<file path="src/mct_pkg.sv">
// Function
// - The count advances once per prescaler period, the prescaler being as wide as the counter, 32 or 16 bits.
// - Software selects timer operation, counting prescaled clocks, or counter operation, counting edges of the event input.
// - There are four match registers, each compared against the running count.
// - A match may leave the counter running, with a pending interrupt only when enabled for that match.
// - A match may stop the counter, optionally with an interrupt.
// - A match may return the counter to zero, optionally with an interrupt.
// - Each of four match outputs takes its selected action on its match: low, high, toggle or nothing.
// - A selected transition of the capture input copies the count into the capture register.
// - A capture event raises an interrupt when that is enabled.
// - A selected capture transition may clear both the count and the prescaler.
// - Clearing on the leading edge and capturing on the trailing edge measures a pulse width.
`default_nettype none
package mct_pkg;
	// Counter width and match channel count
	localparam int CNT_W_DEF = 32;
	localparam int NUM_MATCH = 4;

	// Register byte offsets
	localparam logic [7:0] OFS_CTRL = 8'h00;
	localparam logic [7:0] OFS_COUNT = 8'h04;
	localparam logic [7:0] OFS_PRESCALE = 8'h08;
	localparam logic [7:0] OFS_PRECOUNT = 8'h0c;
	localparam logic [7:0] OFS_MATCH0 = 8'h10;
	localparam logic [7:0] OFS_MATCH_STEP = 8'h04;
	localparam logic [7:0] OFS_MATCH_CTRL = 8'h20;
	localparam logic [7:0] OFS_OUT_CTRL = 8'h24;
	localparam logic [7:0] OFS_OUT_STATE = 8'h28;
	localparam logic [7:0] OFS_CAP_CTRL = 8'h2c;
	localparam logic [7:0] OFS_CAPTURE = 8'h30;
	localparam logic [7:0] OFS_INT_STATUS = 8'h34;
	localparam logic [7:0] OFS_INT_MASK = 8'h38;
	localparam logic [7:0] OFS_STATUS = 8'h3c;

	// Control register fields
	localparam int CTRL_RUN = 0;
	localparam int CTRL_HOLD = 1;
	localparam int CTRL_EVMODE = 2;
	localparam int CTRL_EDGE = 3;

	// Edge selection codes, bit 0 rising and bit 1 falling
	localparam logic [1:0] EDGE_NONE = 2'h0;
	localparam logic [1:0] EDGE_RISE = 2'h1;
	localparam logic [1:0] EDGE_FALL = 2'h2;
	localparam logic [1:0] EDGE_BOTH = 2'h3;

	// Match control, three bits per channel
	localparam int MC_INT = 0;
	localparam int MC_RST = 1;
	localparam int MC_STOP = 2;
	localparam int MC_STRIDE = 3;

	// Match output actions, two bits per channel
	localparam logic [1:0] ACT_NONE = 2'h0;
	localparam logic [1:0] ACT_LOW = 2'h1;
	localparam logic [1:0] ACT_HIGH = 2'h2;
	localparam logic [1:0] ACT_TOGGLE = 2'h3;
	localparam int ACT_STRIDE = 2;

	// Capture control fields
	localparam int CAP_EDGE = 0;
	localparam int CAP_INT = 2;
	localparam int CAP_CLR = 3;
	localparam int CAP_CTRL_W = 5;

	// Interrupt bits: matches low, capture above them
	localparam int INT_CAP = NUM_MATCH;
	localparam int INT_W = NUM_MATCH + 1;

	// Status register fields
	localparam int STS_RUN = 0;
	localparam int STS_CAPLVL = 1;
	localparam int STS_EVLVL = 2;

	// Reset values
	localparam logic [31:0] RST_ZERO = 32'h0000_0000;
	localparam logic [NUM_MATCH-1:0] RST_OUT = 4'h0;

	// Byte offset of match register n
	function automatic logic [7:0] match_ofs(input int n);
		return OFS_MATCH0 + 8'(n) * OFS_MATCH_STEP;
	endfunction
endpackage
`default_nettype wire

</file>
<file path="src/mct_edge.sv">
`timescale 1ns/1ps
`default_nettype none
// Two-flop synchroniser with edge pulses for one pin
module mct_edge (
	input wire logic clk,
	input wire logic rst_b,
	input wire logic pin,
	output logic level,
	output logic rise,
	output logic fall
);
	logic meta;
	logic sync;
	logic prev;

	// First flop feeds only the second
	always_ff @(posedge clk or negedge rst_b) begin
		if (!rst_b) begin
			meta <= 1'b0;
			sync <= 1'b0;
			prev <= 1'b0;
		end else begin
			meta <= pin;
			sync <= meta;
			prev <= sync;
		end
	end

	// Edges seen two to three clocks after the pin moves
	assign level = sync;
	assign rise = sync & ~prev;
	assign fall = ~sync & prev;
endmodule
`default_nettype wire

</file>
<file path="src/mct_timer.sv">
// Design decisions made here: the placing of the registers and the strobed register port.
`timescale 1ns/1ps
`default_nettype none
// Counter/timer with prescaler, four matches and one capture
module mct_timer
	import mct_pkg::*;
#(
	parameter int W = CNT_W_DEF
) (
	input wire logic clk,
	input wire logic rst_b,
	input wire logic [7:0] addr,
	input wire logic [31:0] wdata,
	input wire logic wr,
	input wire logic rd,
	output logic [31:0] rdata,
	input wire logic count_in,
	input wire logic cap_in,
	output logic [NUM_MATCH-1:0] match_out,
	output logic irq
);
	// Only the two documented widths are served
	generate
		if (W != 32 && W != 16) begin : g_bad_width
			$error("mct_timer: W must be 32 or 16");
		end
	endgenerate

	// Software-visible state
	logic run;
	logic hold;
	logic ev_mode;
	logic [1:0] cnt_edge;
	logic [W-1:0] count;
	logic [W-1:0] prescale;
	logic [W-1:0] precount;
	logic [W-1:0] match_val [NUM_MATCH];
	logic [MC_STRIDE*NUM_MATCH-1:0] match_ctrl;
	logic [ACT_STRIDE*NUM_MATCH-1:0] out_ctrl;
	logic [CAP_CTRL_W-1:0] cap_ctrl;
	logic [W-1:0] capture;
	logic [INT_W-1:0] int_status;
	logic [INT_W-1:0] int_mask;

	// Internal decode and event terms
	logic ev_level;
	logic ev_rise;
	logic ev_fall;
	logic cap_level;
	logic cap_rise;
	logic cap_fall;
	logic tick;
	logic pre_wrap;
	logic [NUM_MATCH-1:0] hit;
	logic [NUM_MATCH-1:0] hit_rst;
	logic [NUM_MATCH-1:0] hit_stop;
	logic [NUM_MATCH-1:0] hit_int;
	logic cap_event;
	logic cap_clear;
	logic [INT_W-1:0] int_set;
	logic [INT_W-1:0] int_clr;
	logic [31:0] rd_val;

	// Zero-extend a count to the bus width
	function automatic logic [31:0] zx(input logic [W-1:0] v);
		return 32'(v);
	endfunction

	// Edge selection shared by counting, capture and clear
	function automatic logic edge_sel(
		input logic [1:0] sel,
		input logic r,
		input logic f
	);
		return (sel[0] & r) | (sel[1] & f);
	endfunction

	// Write strobe aimed at one offset
	function automatic logic wr_at(input logic [7:0] ofs);
		return wr && (addr == ofs);
	endfunction

	// Next level of a match output for its action
	function automatic logic out_next(
		input logic [1:0] act,
		input logic cur
	);
		logic r;
		r = cur;
		unique case (act)
			ACT_NONE: r = cur;
			ACT_LOW: r = 1'b0;
			ACT_HIGH: r = 1'b1;
			ACT_TOGGLE: r = ~cur;
		endcase
		return r;
	endfunction

	// Event input for counter operation
	mct_edge u_ev_edge (
		.clk(clk),
		.rst_b(rst_b),
		.pin(count_in),
		.level(ev_level),
		.rise(ev_rise),
		.fall(ev_fall)
	);

	// Capture input
	mct_edge u_cap_edge (
		.clk(clk),
		.rst_b(rst_b),
		.pin(cap_in),
		.level(cap_level),
		.rise(cap_rise),
		.fall(cap_fall)
	);

	// Prescaler period ends when it reaches the terminal value
	assign pre_wrap = (precount == prescale);

	// Advance strobe; in event mode the prescaler is bypassed
	always_comb begin
		tick = 1'b0;
		if (run && !hold) begin
			if (ev_mode) begin
				tick = edge_sel(cnt_edge, ev_rise, ev_fall);
			end else begin
				tick = pre_wrap;
			end
		end
	end

	// Compare only on advance, so each value matches at most once
	always_comb begin
		for (int i = 0; i < NUM_MATCH; i++) begin
			hit[i] = tick && (count == match_val[i]);
			hit_rst[i] = hit[i] & match_ctrl[MC_STRIDE*i+MC_RST];
			hit_stop[i] = hit[i] & match_ctrl[MC_STRIDE*i+MC_STOP];
			hit_int[i] = hit[i] & match_ctrl[MC_STRIDE*i+MC_INT];
		end
	end

	// Capture and clear events from the selected edges
	assign cap_event = edge_sel(cap_ctrl[CAP_EDGE+:2], cap_rise,
		cap_fall);
	assign cap_clear = edge_sel(cap_ctrl[CAP_CLR+:2], cap_rise,
		cap_fall);

	// Interrupt set and write-one-to-clear terms
	assign int_set = {cap_event & cap_ctrl[CAP_INT], hit_int};
	assign int_clr = wr_at(OFS_INT_STATUS) ? wdata[INT_W-1:0] :
		{INT_W{1'b0}};

	// Control register; a stop match drops the run bit
	always_ff @(posedge clk or negedge rst_b) begin
		if (!rst_b) begin
			run <= 1'b0;
			hold <= 1'b0;
			ev_mode <= 1'b0;
			cnt_edge <= EDGE_RISE;
		end else if (wr_at(OFS_CTRL)) begin
			run <= wdata[CTRL_RUN];
			hold <= wdata[CTRL_HOLD];
			ev_mode <= wdata[CTRL_EVMODE];
			cnt_edge <= wdata[CTRL_EDGE+:2];
		end else if (|hit_stop) begin
			run <= 1'b0;
		end
	end

	// Count: hold and capture clear beat a write, a write beats advance
	always_ff @(posedge clk or negedge rst_b) begin
		if (!rst_b) begin
			count <= W'(RST_ZERO);
		end else if (hold || cap_clear) begin
			count <= W'(RST_ZERO);
		end else if (wr_at(OFS_COUNT)) begin
			count <= wdata[W-1:0];
		end else if (tick) begin
			if (|hit_rst) begin
				count <= W'(RST_ZERO);
			end else begin
				count <= count + 1'b1;
			end
		end
	end

	// Prescaler counts system clocks while running in timer mode
	always_ff @(posedge clk or negedge rst_b) begin
		if (!rst_b) begin
			precount <= W'(RST_ZERO);
		end else if (hold || cap_clear) begin
			precount <= W'(RST_ZERO);
		end else if (wr_at(OFS_PRECOUNT)) begin
			precount <= wdata[W-1:0];
		end else if (run && !ev_mode) begin
			precount <= pre_wrap ? W'(RST_ZERO) :
				precount + 1'b1;
		end
	end

	// Prescaler terminal value
	always_ff @(posedge clk or negedge rst_b) begin
		if (!rst_b) begin
			prescale <= W'(RST_ZERO);
		end else if (wr_at(OFS_PRESCALE)) begin
			prescale <= wdata[W-1:0];
		end
	end

	// Match values, one word each
	always_ff @(posedge clk or negedge rst_b) begin
		if (!rst_b) begin
			for (int i = 0; i < NUM_MATCH; i++) begin
				match_val[i] <= W'(RST_ZERO);
			end
		end else begin
			for (int i = 0; i < NUM_MATCH; i++) begin
				if (wr_at(match_ofs(i))) begin
					match_val[i] <= wdata[W-1:0];
				end
			end
		end
	end

	// Match and output action configuration
	always_ff @(posedge clk or negedge rst_b) begin
		if (!rst_b) begin
			match_ctrl <= '0;
			out_ctrl <= '0;
		end else begin
			if (wr_at(OFS_MATCH_CTRL)) begin
				match_ctrl <= wdata[MC_STRIDE*NUM_MATCH-1:0];
			end
			if (wr_at(OFS_OUT_CTRL)) begin
				out_ctrl <= wdata[ACT_STRIDE*NUM_MATCH-1:0];
			end
		end
	end

	// Match outputs; a hit in the write cycle wins over software
	always_ff @(posedge clk or negedge rst_b) begin
		if (!rst_b) begin
			match_out <= RST_OUT;
		end else begin
			for (int i = 0; i < NUM_MATCH; i++) begin
				if (hit[i]) begin
					match_out[i] <= out_next(
						out_ctrl[ACT_STRIDE*i+:2],
						match_out[i]);
				end else if (wr_at(OFS_OUT_STATE)) begin
					match_out[i] <= wdata[i];
				end
			end
		end
	end

	// Capture configuration
	always_ff @(posedge clk or negedge rst_b) begin
		if (!rst_b) begin
			cap_ctrl <= '0;
		end else if (wr_at(OFS_CAP_CTRL)) begin
			cap_ctrl <= wdata[CAP_CTRL_W-1:0];
		end
	end

	// Snapshot takes the count before any clear of the same edge
	always_ff @(posedge clk or negedge rst_b) begin
		if (!rst_b) begin
			capture <= W'(RST_ZERO);
		end else if (cap_event) begin
			capture <= count;
		end
	end

	// Pending flags: a new event beats a clear in the same cycle
	always_ff @(posedge clk or negedge rst_b) begin
		if (!rst_b) begin
			int_status <= '0;
		end else begin
			int_status <= int_set | (int_status & ~int_clr);
		end
	end

	// Interrupt mask
	always_ff @(posedge clk or negedge rst_b) begin
		if (!rst_b) begin
			int_mask <= '0;
		end else if (wr_at(OFS_INT_MASK)) begin
			int_mask <= wdata[INT_W-1:0];
		end
	end

	// Level interrupt from flops only
	assign irq = |(int_status & int_mask);

	// Read decode; unmapped offsets read zero
	always_comb begin
		rd_val = RST_ZERO;
		unique case (addr)
			OFS_CTRL: begin
				rd_val[CTRL_RUN] = run;
				rd_val[CTRL_HOLD] = hold;
				rd_val[CTRL_EVMODE] = ev_mode;
				rd_val[CTRL_EDGE+:2] = cnt_edge;
			end
			OFS_COUNT: rd_val = zx(count);
			OFS_PRESCALE: rd_val = zx(prescale);
			OFS_PRECOUNT: rd_val = zx(precount);
			OFS_MATCH_CTRL: begin
				rd_val[MC_STRIDE*NUM_MATCH-1:0] = match_ctrl;
			end
			OFS_OUT_CTRL: begin
				rd_val[ACT_STRIDE*NUM_MATCH-1:0] = out_ctrl;
			end
			OFS_OUT_STATE: rd_val[NUM_MATCH-1:0] = match_out;
			OFS_CAP_CTRL: rd_val[CAP_CTRL_W-1:0] = cap_ctrl;
			OFS_CAPTURE: rd_val = zx(capture);
			OFS_INT_STATUS: rd_val[INT_W-1:0] = int_status;
			OFS_INT_MASK: rd_val[INT_W-1:0] = int_mask;
			OFS_STATUS: begin
				rd_val[STS_RUN] = run;
				rd_val[STS_CAPLVL] = cap_level;
				rd_val[STS_EVLVL] = ev_level;
			end
			default: rd_val = RST_ZERO;
		endcase
		for (int i = 0; i < NUM_MATCH; i++) begin
			if (addr == match_ofs(i)) begin
				rd_val = zx(match_val[i]);
			end
		end
	end

	// Read data stand only in the cycle after the strobe
	always_ff @(posedge clk or negedge rst_b) begin
		if (!rst_b) begin
			rdata <= RST_ZERO;
		end else if (rd) begin
			rdata <= rd_val;
		end else begin
			rdata <= RST_ZERO;
		end
	end
endmodule
`default_nettype wire

</file>
<file path="config.mk">
export PLATFORM = sky130hd
export DESIGN_NAME = mct_timer
export DESIGN_NICKNAME = d
export VERILOG_FILES = /design/src/mct_pkg.sv /design/src/mct_edge.sv /design/src/mct_timer.sv
export SDC_FILE = /design/constraint.sdc
export NUM_CORES = 1
export LEC_CHECK = 0
export ABC_AREA = 1
export BUFFER_PORTS_ARGS = -buffer_cell sky130_fd_sc_hd__buf_4
export CORE_MARGIN = 2
export CORE_UTILIZATION = 30
export DETAILED_ROUTE_END_ITERATION = 8
export SLEW_MARGIN = 20
export SYNTH_ARGS = -nofsm -noshare
export SYNTH_HDL_FRONTEND = slang
export SYNTH_SLANG_ARGS = --single-unit
export TNS_END_PERCENT = 20
</file>
<file path="constraint.sdc">
create_clock -name clk -period 2.2 [get_ports clk]
set_input_delay 0.33 -clock clk [delete_from_list [all_inputs] [get_ports clk]]
set_output_delay 0.33 -clock clk [all_outputs]
set_load 0.02 [all_outputs]
</file>
== Word level (Yosys, flattened, before mapping) ==
Index checks and enable logic that the tools add are counted.
Word-level totals
  word-level logic and storage cells: 182
  input bits: 46
  register bits: 338
  output and inout port bits: 37
Cells by class
  add/sub/neg operators: 2
  equality and inequality tests: 36
  reductions and logical operators: 42
  mux-type cells: 36
  bitwise operators: 38
Operators by type and width (count)
  $mux 32: 13
  $eq 32x32->1: 5
  $pmux 20 s4: 1
  $add 32x1->32 const B: 2
  $eq 8x6->1 const B: 8
  $pmux 3 s12: 1
  $eq 8x5->1 const B: 4
  $and 1x1->1: 23
  $logic_and 1x1->1: 20
  $pmux 4 s5: 1
  $pmux 3 s6: 1
  $eq 2x2->1 const B: 8
  $eq 8x4->1 const B: 2
  $mux 1: 12
  $pmux 1 s3: 4
  $pmux 1 s11: 1
  $and 5x5->5: 2
  $pmux 1 s10: 1
  $reduce_bool 2->1: 5
  $eq 2x1->1 const B: 4
  $eq 8x3->1 const B: 1
  $logic_not 2->1: 4
  $logic_not 8->1: 1
  $ne 2x2->1 const B: 4
  other kinds (11): 26

== Logic depth before layout (Yosys ltp) ==
Gate-level depths: netlist of the first run.
  depth in word-level cells: 13
  gate-level depth with buffers: 17
  mapped depth without buffers: 16

== Hierarchy ==
Synthesis of the first run repeated with hierarchy kept, for this count alone.
Unflattened totals
  cell total of the unflattened synthesis: 2480
  area total of the unflattened synthesis: 19048.3 µm²
By module, submodules not included
  mct_timer: area each 18868.1 µm², sequential area each 8309.2 µm², times used 1, cells an instance 2466
  mct_edge: area each 90.1 µm², sequential area each 75.1 µm², times used 2, cells an instance 7

== Worst setup path before layout of the first run ==
No wires, ideal clock.
  path kind: register to register
  start: register precount[0]
  end: register precount[30]
  cell stages (with the launch flop): 15
  arrival: 1764 ps
  buffers on the path: 0
  data required time: 2067 ps
  path slack: 303 ps
  setup time: 133 ps
  period minus slack after synthesis: 1897 ps
  cell sequence: dfrtp_1 -> ha_1 -> nand2_2 -> nor2_4 -> nand2_2 -> nor2_4 -> nand3_1 -> nor2_1 -> inv_1 -> nor2_1 -> a21oi_1 -> o21ai_0 -> nand2_1 -> o211ai_1 -> o21ai_0
On the way
  longest elaborated chain between the ends: 5
  elaborated cells between the ends (all ways): 6
  those cells by class: 1 x add/sub; 1 x eq/ne; 4 x mux
Ends and longest elaborated chain
  start, declared: line mct_timer.sv:36  | logic [W-1:0] precount;
  start signal, assigned: line mct_timer.sv:192  | precount <= W'(RST_ZERO);
  start signal, assigned: line mct_timer.sv:194  | precount <= W'(RST_ZERO);
  start signal, assigned: line mct_timer.sv:196  | precount <= wdata[W-1:0];
  $add 32x1->32 or $eq 32x32->1 (tied branches): line mct_timer.sv:199, mct_timer.sv:120
  $mux 32 (*): line mct_timer.sv:198  | precount <= pre_wrap ? W'(RST_ZERO) :
  $mux 32 (*): line mct_timer.sv:197  | end else if (run && !ev_mode) begin
  $mux 32 (*): line mct_timer.sv:195  | end else if (wr_at(OFS_PRECOUNT)) begin
  $mux 32 (*): line mct_timer.sv:193  | end else if (hold || cap_clear) begin
Every way passes the cells marked *; elsewhere a longest branch is shown, timed or not. The select of a mux whose other input is x is not followed.
A chain may end at the register's enable or synchronous reset.

== Worst setup path after layout of the first run ==
  start: register count[1]
  end: register count[22]
On the way
  longest elaborated chain between the ends: 8
  elaborated cells between the ends (all ways): 18
  those cells by class: 1 x add/sub; 4 x eq/ne; 4 x mux; 4 x bitwise; 5 x reduce/logical
Ends and longest elaborated chain
  start, declared: line mct_timer.sv:34  | logic [W-1:0] count;
  start signal, assigned: line mct_timer.sv:175  | count <= W'(RST_ZERO);
  start signal, assigned: line mct_timer.sv:177  | count <= W'(RST_ZERO);
  start signal, assigned: line mct_timer.sv:179  | count <= wdata[W-1:0];
  branches (longest 4 deep; another with $add 32x1->32)
  $mux 32 (*): line mct_timer.sv:181  | if (|hit_rst) begin
  $mux 32 (*): line mct_timer.sv:180  | end else if (tick) begin
  $mux 32 (*): line mct_timer.sv:178  | end else if (wr_at(OFS_COUNT)) begin
  $mux 32 (*): line mct_timer.sv:176  | end else if (hold || cap_clear) begin
Mark *: on every way between the ends. The select of a mux whose other input is x is not followed.

==> impl_metrics.json, run 1 <==
{
  "clock_sink_count": 338,
  "ys.flop_type": "dfrtp_1",
  "drc_errors": 0,
  "synth_edf_count": 0,
  "diodes": 0,
  "ys.warnings.count": 0,
  "cap_violations": 0,
  "seq_area_frac_synth_pct": 44.41,
  "muxShareOfSynthArea_pct": 0,
  "rsz0062_at_grt": "true",
  "synth_top_area_cell": "dfrtp_1",
  "p_leak_nw": 12.42,
  "wl_per_cell_um": 18.55,
  "grt_pass1_vias": 17420,
  "cts_tree": "done",
  "synth_fa_ha_area_share_pct": 0.1314,
  "dp_cells": 3599,
  "vias": 18180,
  "insertion_delay_ns": 0.57,
  "syn_area_um2": 19050,
  "die-height_um": 256.0,
  "dr.pass1.iters": 6,
  "post-route-period-util_pct": 102.2,
  "seqPwrFrac_pct": 42.0,
  "arrival_ns": 2.70,
  "critPathRequiredTime_ns": 2.65,
  "seqCellArea_um2": 8487,
  "synth.avg_cell_area_um2": 7.672,
  "portBuffers": 82,
  "drive_gt1_share_pct": 21.99,
  "power_frac_comb_pct": 11.8,
  "die_x_um": 256.0,
  "synth_area_leaders": "dfrtp_1, nand2_1, o21ai_0",
  "synth_xor_xnor_area_share_pct": 8.184,
  "setup_ws_ns": -0.04794,
  "setup_viol": 31,
  "path_clk_slew_ns": 0.06,
  "ir_drop_mv": 0.4376,
  "routed-wl-met2_um": 30030,
  "max_freq_mhz": 444.9,
  "area_growth_pct": 29.30,
  "io_pins": 83,
  "start_kind": "register",
  "yosys.area_share.simple_pct": 22.85,
  "finalCriticalPeriod_ns": 2.248,
  "clockBufferDepth": 3,
  "initial_core_util_pct": 30.25,
  "fin_worst_skew_ns": 0.01966,
  "power_density_nw_per_um2": 641.4,
  "final_cells": 3684,
  "grt_usage_pct": 20.57,
  "hp-class": "in -> reg",
  "fillers": 6495,
  "place_congestion": 0.9177,
  "final_common_cell": "nand2_1",
  "routed.top_layer": "met4",
  "layout.nets": 2857,
  "synth.distinct_cells": 48,
  "slew-limit-headroom_pct": 56.09,
  "synth_nets": 2531,
  "first_iter_violations": 1636,
  "cp_max_fo": 16,
  "worstSetupEndpointType": "register",
  "synth-compound-area-share_pct": 15.81,
  "tightest_slew_ns": 0.6580,
  "ys_async_sr_fraction_pct": 100.0,
  "grt_max_degree": 66,
  "multi_input_area_um2": 9171,
  "htree_levels": 2,
  "fp-row-count": 92,
  "grt-ovfl-total": 0,
  "ys_ff_latch": 338,
  "die_area_um2": 65530,
  "slew_violations": 0,
  "met1_length_um": 31190,
  "place_hpwl_um": 49310,
  "antenna_left": 0,
  "coreArea_um2": 62970,
  "critPathKind": "reg -> reg",
  "cts-root-buf": "clkbuf_16",
  "p_sw_share_pct": 26.09,
  "wl_met3_um": 5149,
  "final_util_pct": 39.12,
  "synth_top_family_by_area": "simple AND/OR/NAND/NOR gates",
  "grt_pass1_wl_um": 105500,
  "synth_top_area_share_pct": 44.27,
  "clockPowerShare_pct": 46.1,
  "final_cell_mix": "nand2_1, buf_4, o21ai_0",
  "p_switching_mw": 4.121,
  "cts_inserted_buffers": 38,
  "violations": "setup timing",
  "power.internal_mw": 11.68,
  "hold_viol": 0,
  "via_per_inst": 4.935,
  "outcome": "complete, but fails checks",
  "routed_wl_um": 68340,
  "synthCells": 2483,
  "antenna_found_initial": 1
}
-- state kept, by name, indices dropped and copies added, names as in the netlist, 2 cells and up --
signal / count
match_val: 128
capture: 32
count: 32
precount: 32
prescale: 32
rdata: 32
match_ctrl: 12
out_ctrl: 8
cap_ctrl: 5
int_mask: 5
int_status: 5
match_out: 4
cnt_edge: 2
-- final cells by class --
| type | count | area share, % |
|---|---|---|
| Clock buffer | 59 | 4.968 |
| Clock inverter | 10 | 0.8128 |
| Inverter | 251 | 3.871 |
| Multi-Input combinational cell | 1758 | 37.23 |
| Sequential cell | 338 | 34.46 |
| Tap cell | 846 | 4.297 |
| Timing Repair Buffer | 422 | 14.36 |
-- per-stage QoR --
stage               setup slack (ns)  area [µm²]  setup TNS [ns]  hold slack [ns]  power, mW
CTS                         -0.03866       24410        -0.07440          0.01638      15.81
global placement             -0.2774       22810          -8.305           0.2791      8.454
floorplan                     0.3026       19050               0          0.03441      7.503
global route                 -0.1900       24630          -5.018          0.02949      16.32
finish                      -0.04794       24630         -0.8202          0.02907      15.80
detailed placement           -0.2737       22810          -9.891           0.2774      8.460
-- final timing paths --
check / from / depth (start not counted) / slack [ns] / endpoint
worst max-delay path: count[1] / 16 / -0.05 / count[22]
worst min-delay path: wdata[4] / 3 / 0.03 / out_ctrl[4]
worst max register to register: count[1] / 16 / -0.05 / count[22]
worst min register to register: u_ev_edge.meta / 0 / 0.34 / u_ev_edge.level
max in group asynchronous: rst_b / 3 / 1.15 / count[15]
min in group asynchronous: rst_b / 2 / 0.28 / match_val[91]
-- cells by family after synthesis --
family | Yosys count
and+or+nand+nor | 1028
AOI/OAI and AO/OA | 549
buffers and inverters | 388
DFF | 338
xor gates and xnor gates | 178
adders and majority gates | 2
-- cell usage after synthesis (6+ instances only) --
library cell  number
nand2_1          711
dfrtp_1          337
o21ai_0          321
inv_1            235
nor2_1           141
xor2_1           124
a21oi_1           95
clkbuf_1          76
xnor2_1           54
o22ai_1           51
nand4_1           48
nand3_1           46
o211ai_1          29
nor3_1            26
buf_2             23
buf_4             22
a221oi_1          21
nand2_2           16
inv_2             13
o21ai_1           12
nor2_4            10
buf_6              9
a31oi_1            8
nor2_2             6
-- critical path, cell delays in order, from the launching register on --
cell and delay [ns]:
dfrtp_2 0.42, buf_4 0.15, nand2_1 0.07, a21oi_2 0.14, nand3_1 0.14, nor2_2 0.18, nand2_2 0.08, nor2_1 0.09
buf_4 0.12, nand4_1 0.12, nand2_2 0.18, nor2_4 0.07, buf_12 0.16, nand2_1 0.06, nand2_1 0.05, nand2_1 0.07
nand2_1 0.05
-- routing by layer --
metal,vias to the layer above,track usage [%]
met1,8621,29.62
met5,-,0
met3,115,3.060
met4,0,6.969
li1,8703,-
met2,742,31.45
-- power groups by stage --
stage | Sequential [mW] | Clock, mW | Combinational, mW
floorplan | 6.71 | 0 | 0.793
detailed placement | 6.75 | 0 | 1.72
global placement | 6.74 | 0 | 1.71
global route | 6.66 | 7.62 | 2.04
finish | 6.64 | 7.29 | 1.87
CTS | 6.64 | 7.38 | 1.79
-- what timing repair did --
item	CTS	global route
resized for setup	38	51
setup endpoints to repair	41	53
pin swaps	11	15
buffers inserted	2	9
hold endpoints to repair	36	0
hold buffers	5	0
cloned	1	0
No activity file was read; power rests on OpenSTA's default activity.
==> run 2, diff against run 1 <==
--- a/config.mk
+++ b/config.mk
@@ -7,7 +7,7 @@
 export LEC_CHECK = 0
 export ABC_AREA = 1
 export BUFFER_PORTS_ARGS = -buffer_cell sky130_fd_sc_hd__buf_4
-export CORE_MARGIN = 2
+export CORE_MARGIN = 1.5
 export CORE_UTILIZATION = 30
 export DETAILED_ROUTE_END_ITERATION = 8
 export SLEW_MARGIN = 20
==> run 2 against run 1 <==
  * The run still ends with setup timing left
  * Clock power is 7.4% lower
  * Global-route usage is 0.43 points higher
  * Worst setup slack worse by 0.0097 ns
  * Largest cell class unchanged
==> impl_metrics.json, run 2 (synthesized netlist as in run 1, its figures left out) <==
{
  "whs_ns": 0.02068,
  "ir_drop_mv": 0.4194,
  "die-height_um": 255.0,
  "dp_cells": 3565,
  "cap_violations": 0,
  "cts_tree": "done",
  "regMostFlops": "match_val",
  "fp-row-count": 92,
  "insertion_delay_ns": 0.56,
  "p_sw_share_pct": 26.88,
  "violations": "setup timing",
  "dr.pass1.iters": 6,
  "startpoint": "count[14]",
  "wl_per_cell_um": 18.56,
  "power.internal_mw": 11.09,
  "seqPwrFrac_pct": 43.7,
  "tightest_slew_ns": 0.6436,
  "post-route-period-util_pct": 102.6,
  "final_util_pct": 38.62,
  "area_growth_pct": 27.65,
  "start_kind": "register",
  "grt_pass1_vias": 17280,
  "final_cell_mix": "nand2_1, buf_4, o21ai_0",
  "layout.nets": 2823,
  "cp_max_fo": 16,
  "grt-ovfl-total": 0,
  "portBuffers": 82,
  "p_leak_nw": 12.18,
  "vias": 18000,
  "r2r_start": "count[14]",
  "critPathKind": "reg -> reg",
  "htree_levels": 2,
  "setup_viol": 31,
  "power_frac_comb_pct": 11.7,
  "place_hpwl_um": 49240,
  "via_per_inst": 4.935,
  "routed_wl_um": 67720,
  "final_common_cell": "nand2_1",
  "max_freq_mhz": 442.9,
  "clockPowerShare_pct": 44.5,
  "p_switching_mw": 4.077,
  "clockBufferDepth": 3,
  "hold_viol": 0,
  "clock_sink_count": 338,
  "critPathRequiredTime_ns": 2.63,
  "io_pins": 83,
  "hp-class": "in -> reg",
  "drive_gt1_share_pct": 20.49,
  "slew-limit-headroom_pct": 57.05,
  "postPlaceCellArea_um2": 22660,
  "outcome": "complete, but fails checks",
  "place_ws_ns": -0.3204,
  "coreArea_um2": 62970,
  "grt_pass1_wl_um": 104900,
  "die_x_um": 255.0,
  "final_cells": 3648,
  "largest_reg_flops": 128,
  "cts-root-buf": "clkbuf_16",
  "drc_errors": 0,
  "hp-start": "wdata[6]",
  "path_clk_slew_ns": 0.06,
  "grt_usage_pct": 21.00,
  "first_iter_violations": 1590,
  "final.setup.tns_ns": -0.7545,
  "rsz0062_at_grt": "true",
  "stdcell_area_um2": 24320,
  "cts_inserted_buffers": 37,
  "arrival_ns": 2.68,
  "antenna_left": 0,
  "slew_violations": 0,
  "place_congestion": 0.9263,
  "finalCriticalPeriod_ns": 2.258,
  "worstSetupEndpointType": "register",
  "total_power_mw": 15.17,
  "fin_worst_skew_ns": 0.03396,
  "diodes": 0,
  "initial_core_util_pct": 30.25,
  "die_area_um2": 65020,
  "power_density_nw_per_um2": 623.9,
  "grt_max_degree": 66,
  "setup_ws_ns": -0.05763,
  "antenna_found_initial": 2
}
run 2: worst paths after layout:
| kind | end | slack [ns] | cells after the start |
|---|---|---|---|
| max in group asynchronous | count[22] | 1.11 | 3 |
| worst min-delay path | out_ctrl[6] | 0.02 | 3 |
| worst max-delay path | count[11] | -0.06 | 16 |
| worst min register to register | u_ev_edge.level | 0.35 | 0 |
| worst max register to register | count[11] | -0.06 | 16 |
| min in group asynchronous | precount[27] | 0.30 | 2 |
run 2: cell type report:
| type | count | area [µm²] |
|---|---|---|
| fillers | 6465 | 38650 |
| multi-input cells | 1758 | 9111 |
| flip-flops and latches | 338 | 8487 |
| repair buffers | 389 | 3425 |
| clock buffers | 51 | 1071 |
| well taps | 846 | 1059 |
| inverters | 251 | 950.9 |
| clock inverters | 15 | 214.0 |
run 2: worst max-delay path: stages, from the launching register on:
cell and delay [ns]:
dfrtp_2 0.46, buf_4 0.16, xor2_1 0.15, nor2_1 0.16, nand2_1 0.09, nor2_1 0.11, nand2_1 0.09, nor2_2 0.13
nand4_1 0.11, nand2_2 0.14, buf_6 0.11, nor2_4 0.03, buf_12 0.16, nand2_1 0.07, nand2_1 0.05, nand2_1 0.08
nand2_1 0.05
run 2: power groups by stage:
stage               registers, mW  logic, mW  clock network (mW)
finish                       6.64       1.78                6.75
global route                 6.66       1.95                7.07
CTS                          6.63       1.74                6.86
detailed placement           6.75       1.68                   0
global placement             6.74       1.67                   0
floorplan                    6.71      0.793                   0
run 2: timing repair:
action                                  in CTS  in global routing
gates resized for setup                     35                 35
endpoints found under the setup margin      38                 48
hold endpoints to repair                    46                  0
gates cloned                                 2                  0
buffers inserted                             7                  7
pin swaps                                    8                 15
hold buffers                                 3                  0
run 2: layer usage:
layer	GRT usage (%)	up-vias	wire, µm	part of all wire, %
met4	6.120	0	1886	2.8
li1	-	8623	-	-
met2	31.58	678	29350	43
met5	0	-	0	0
met3	3.315	107	5332	7.9
met1	30.88	8595	31150	46
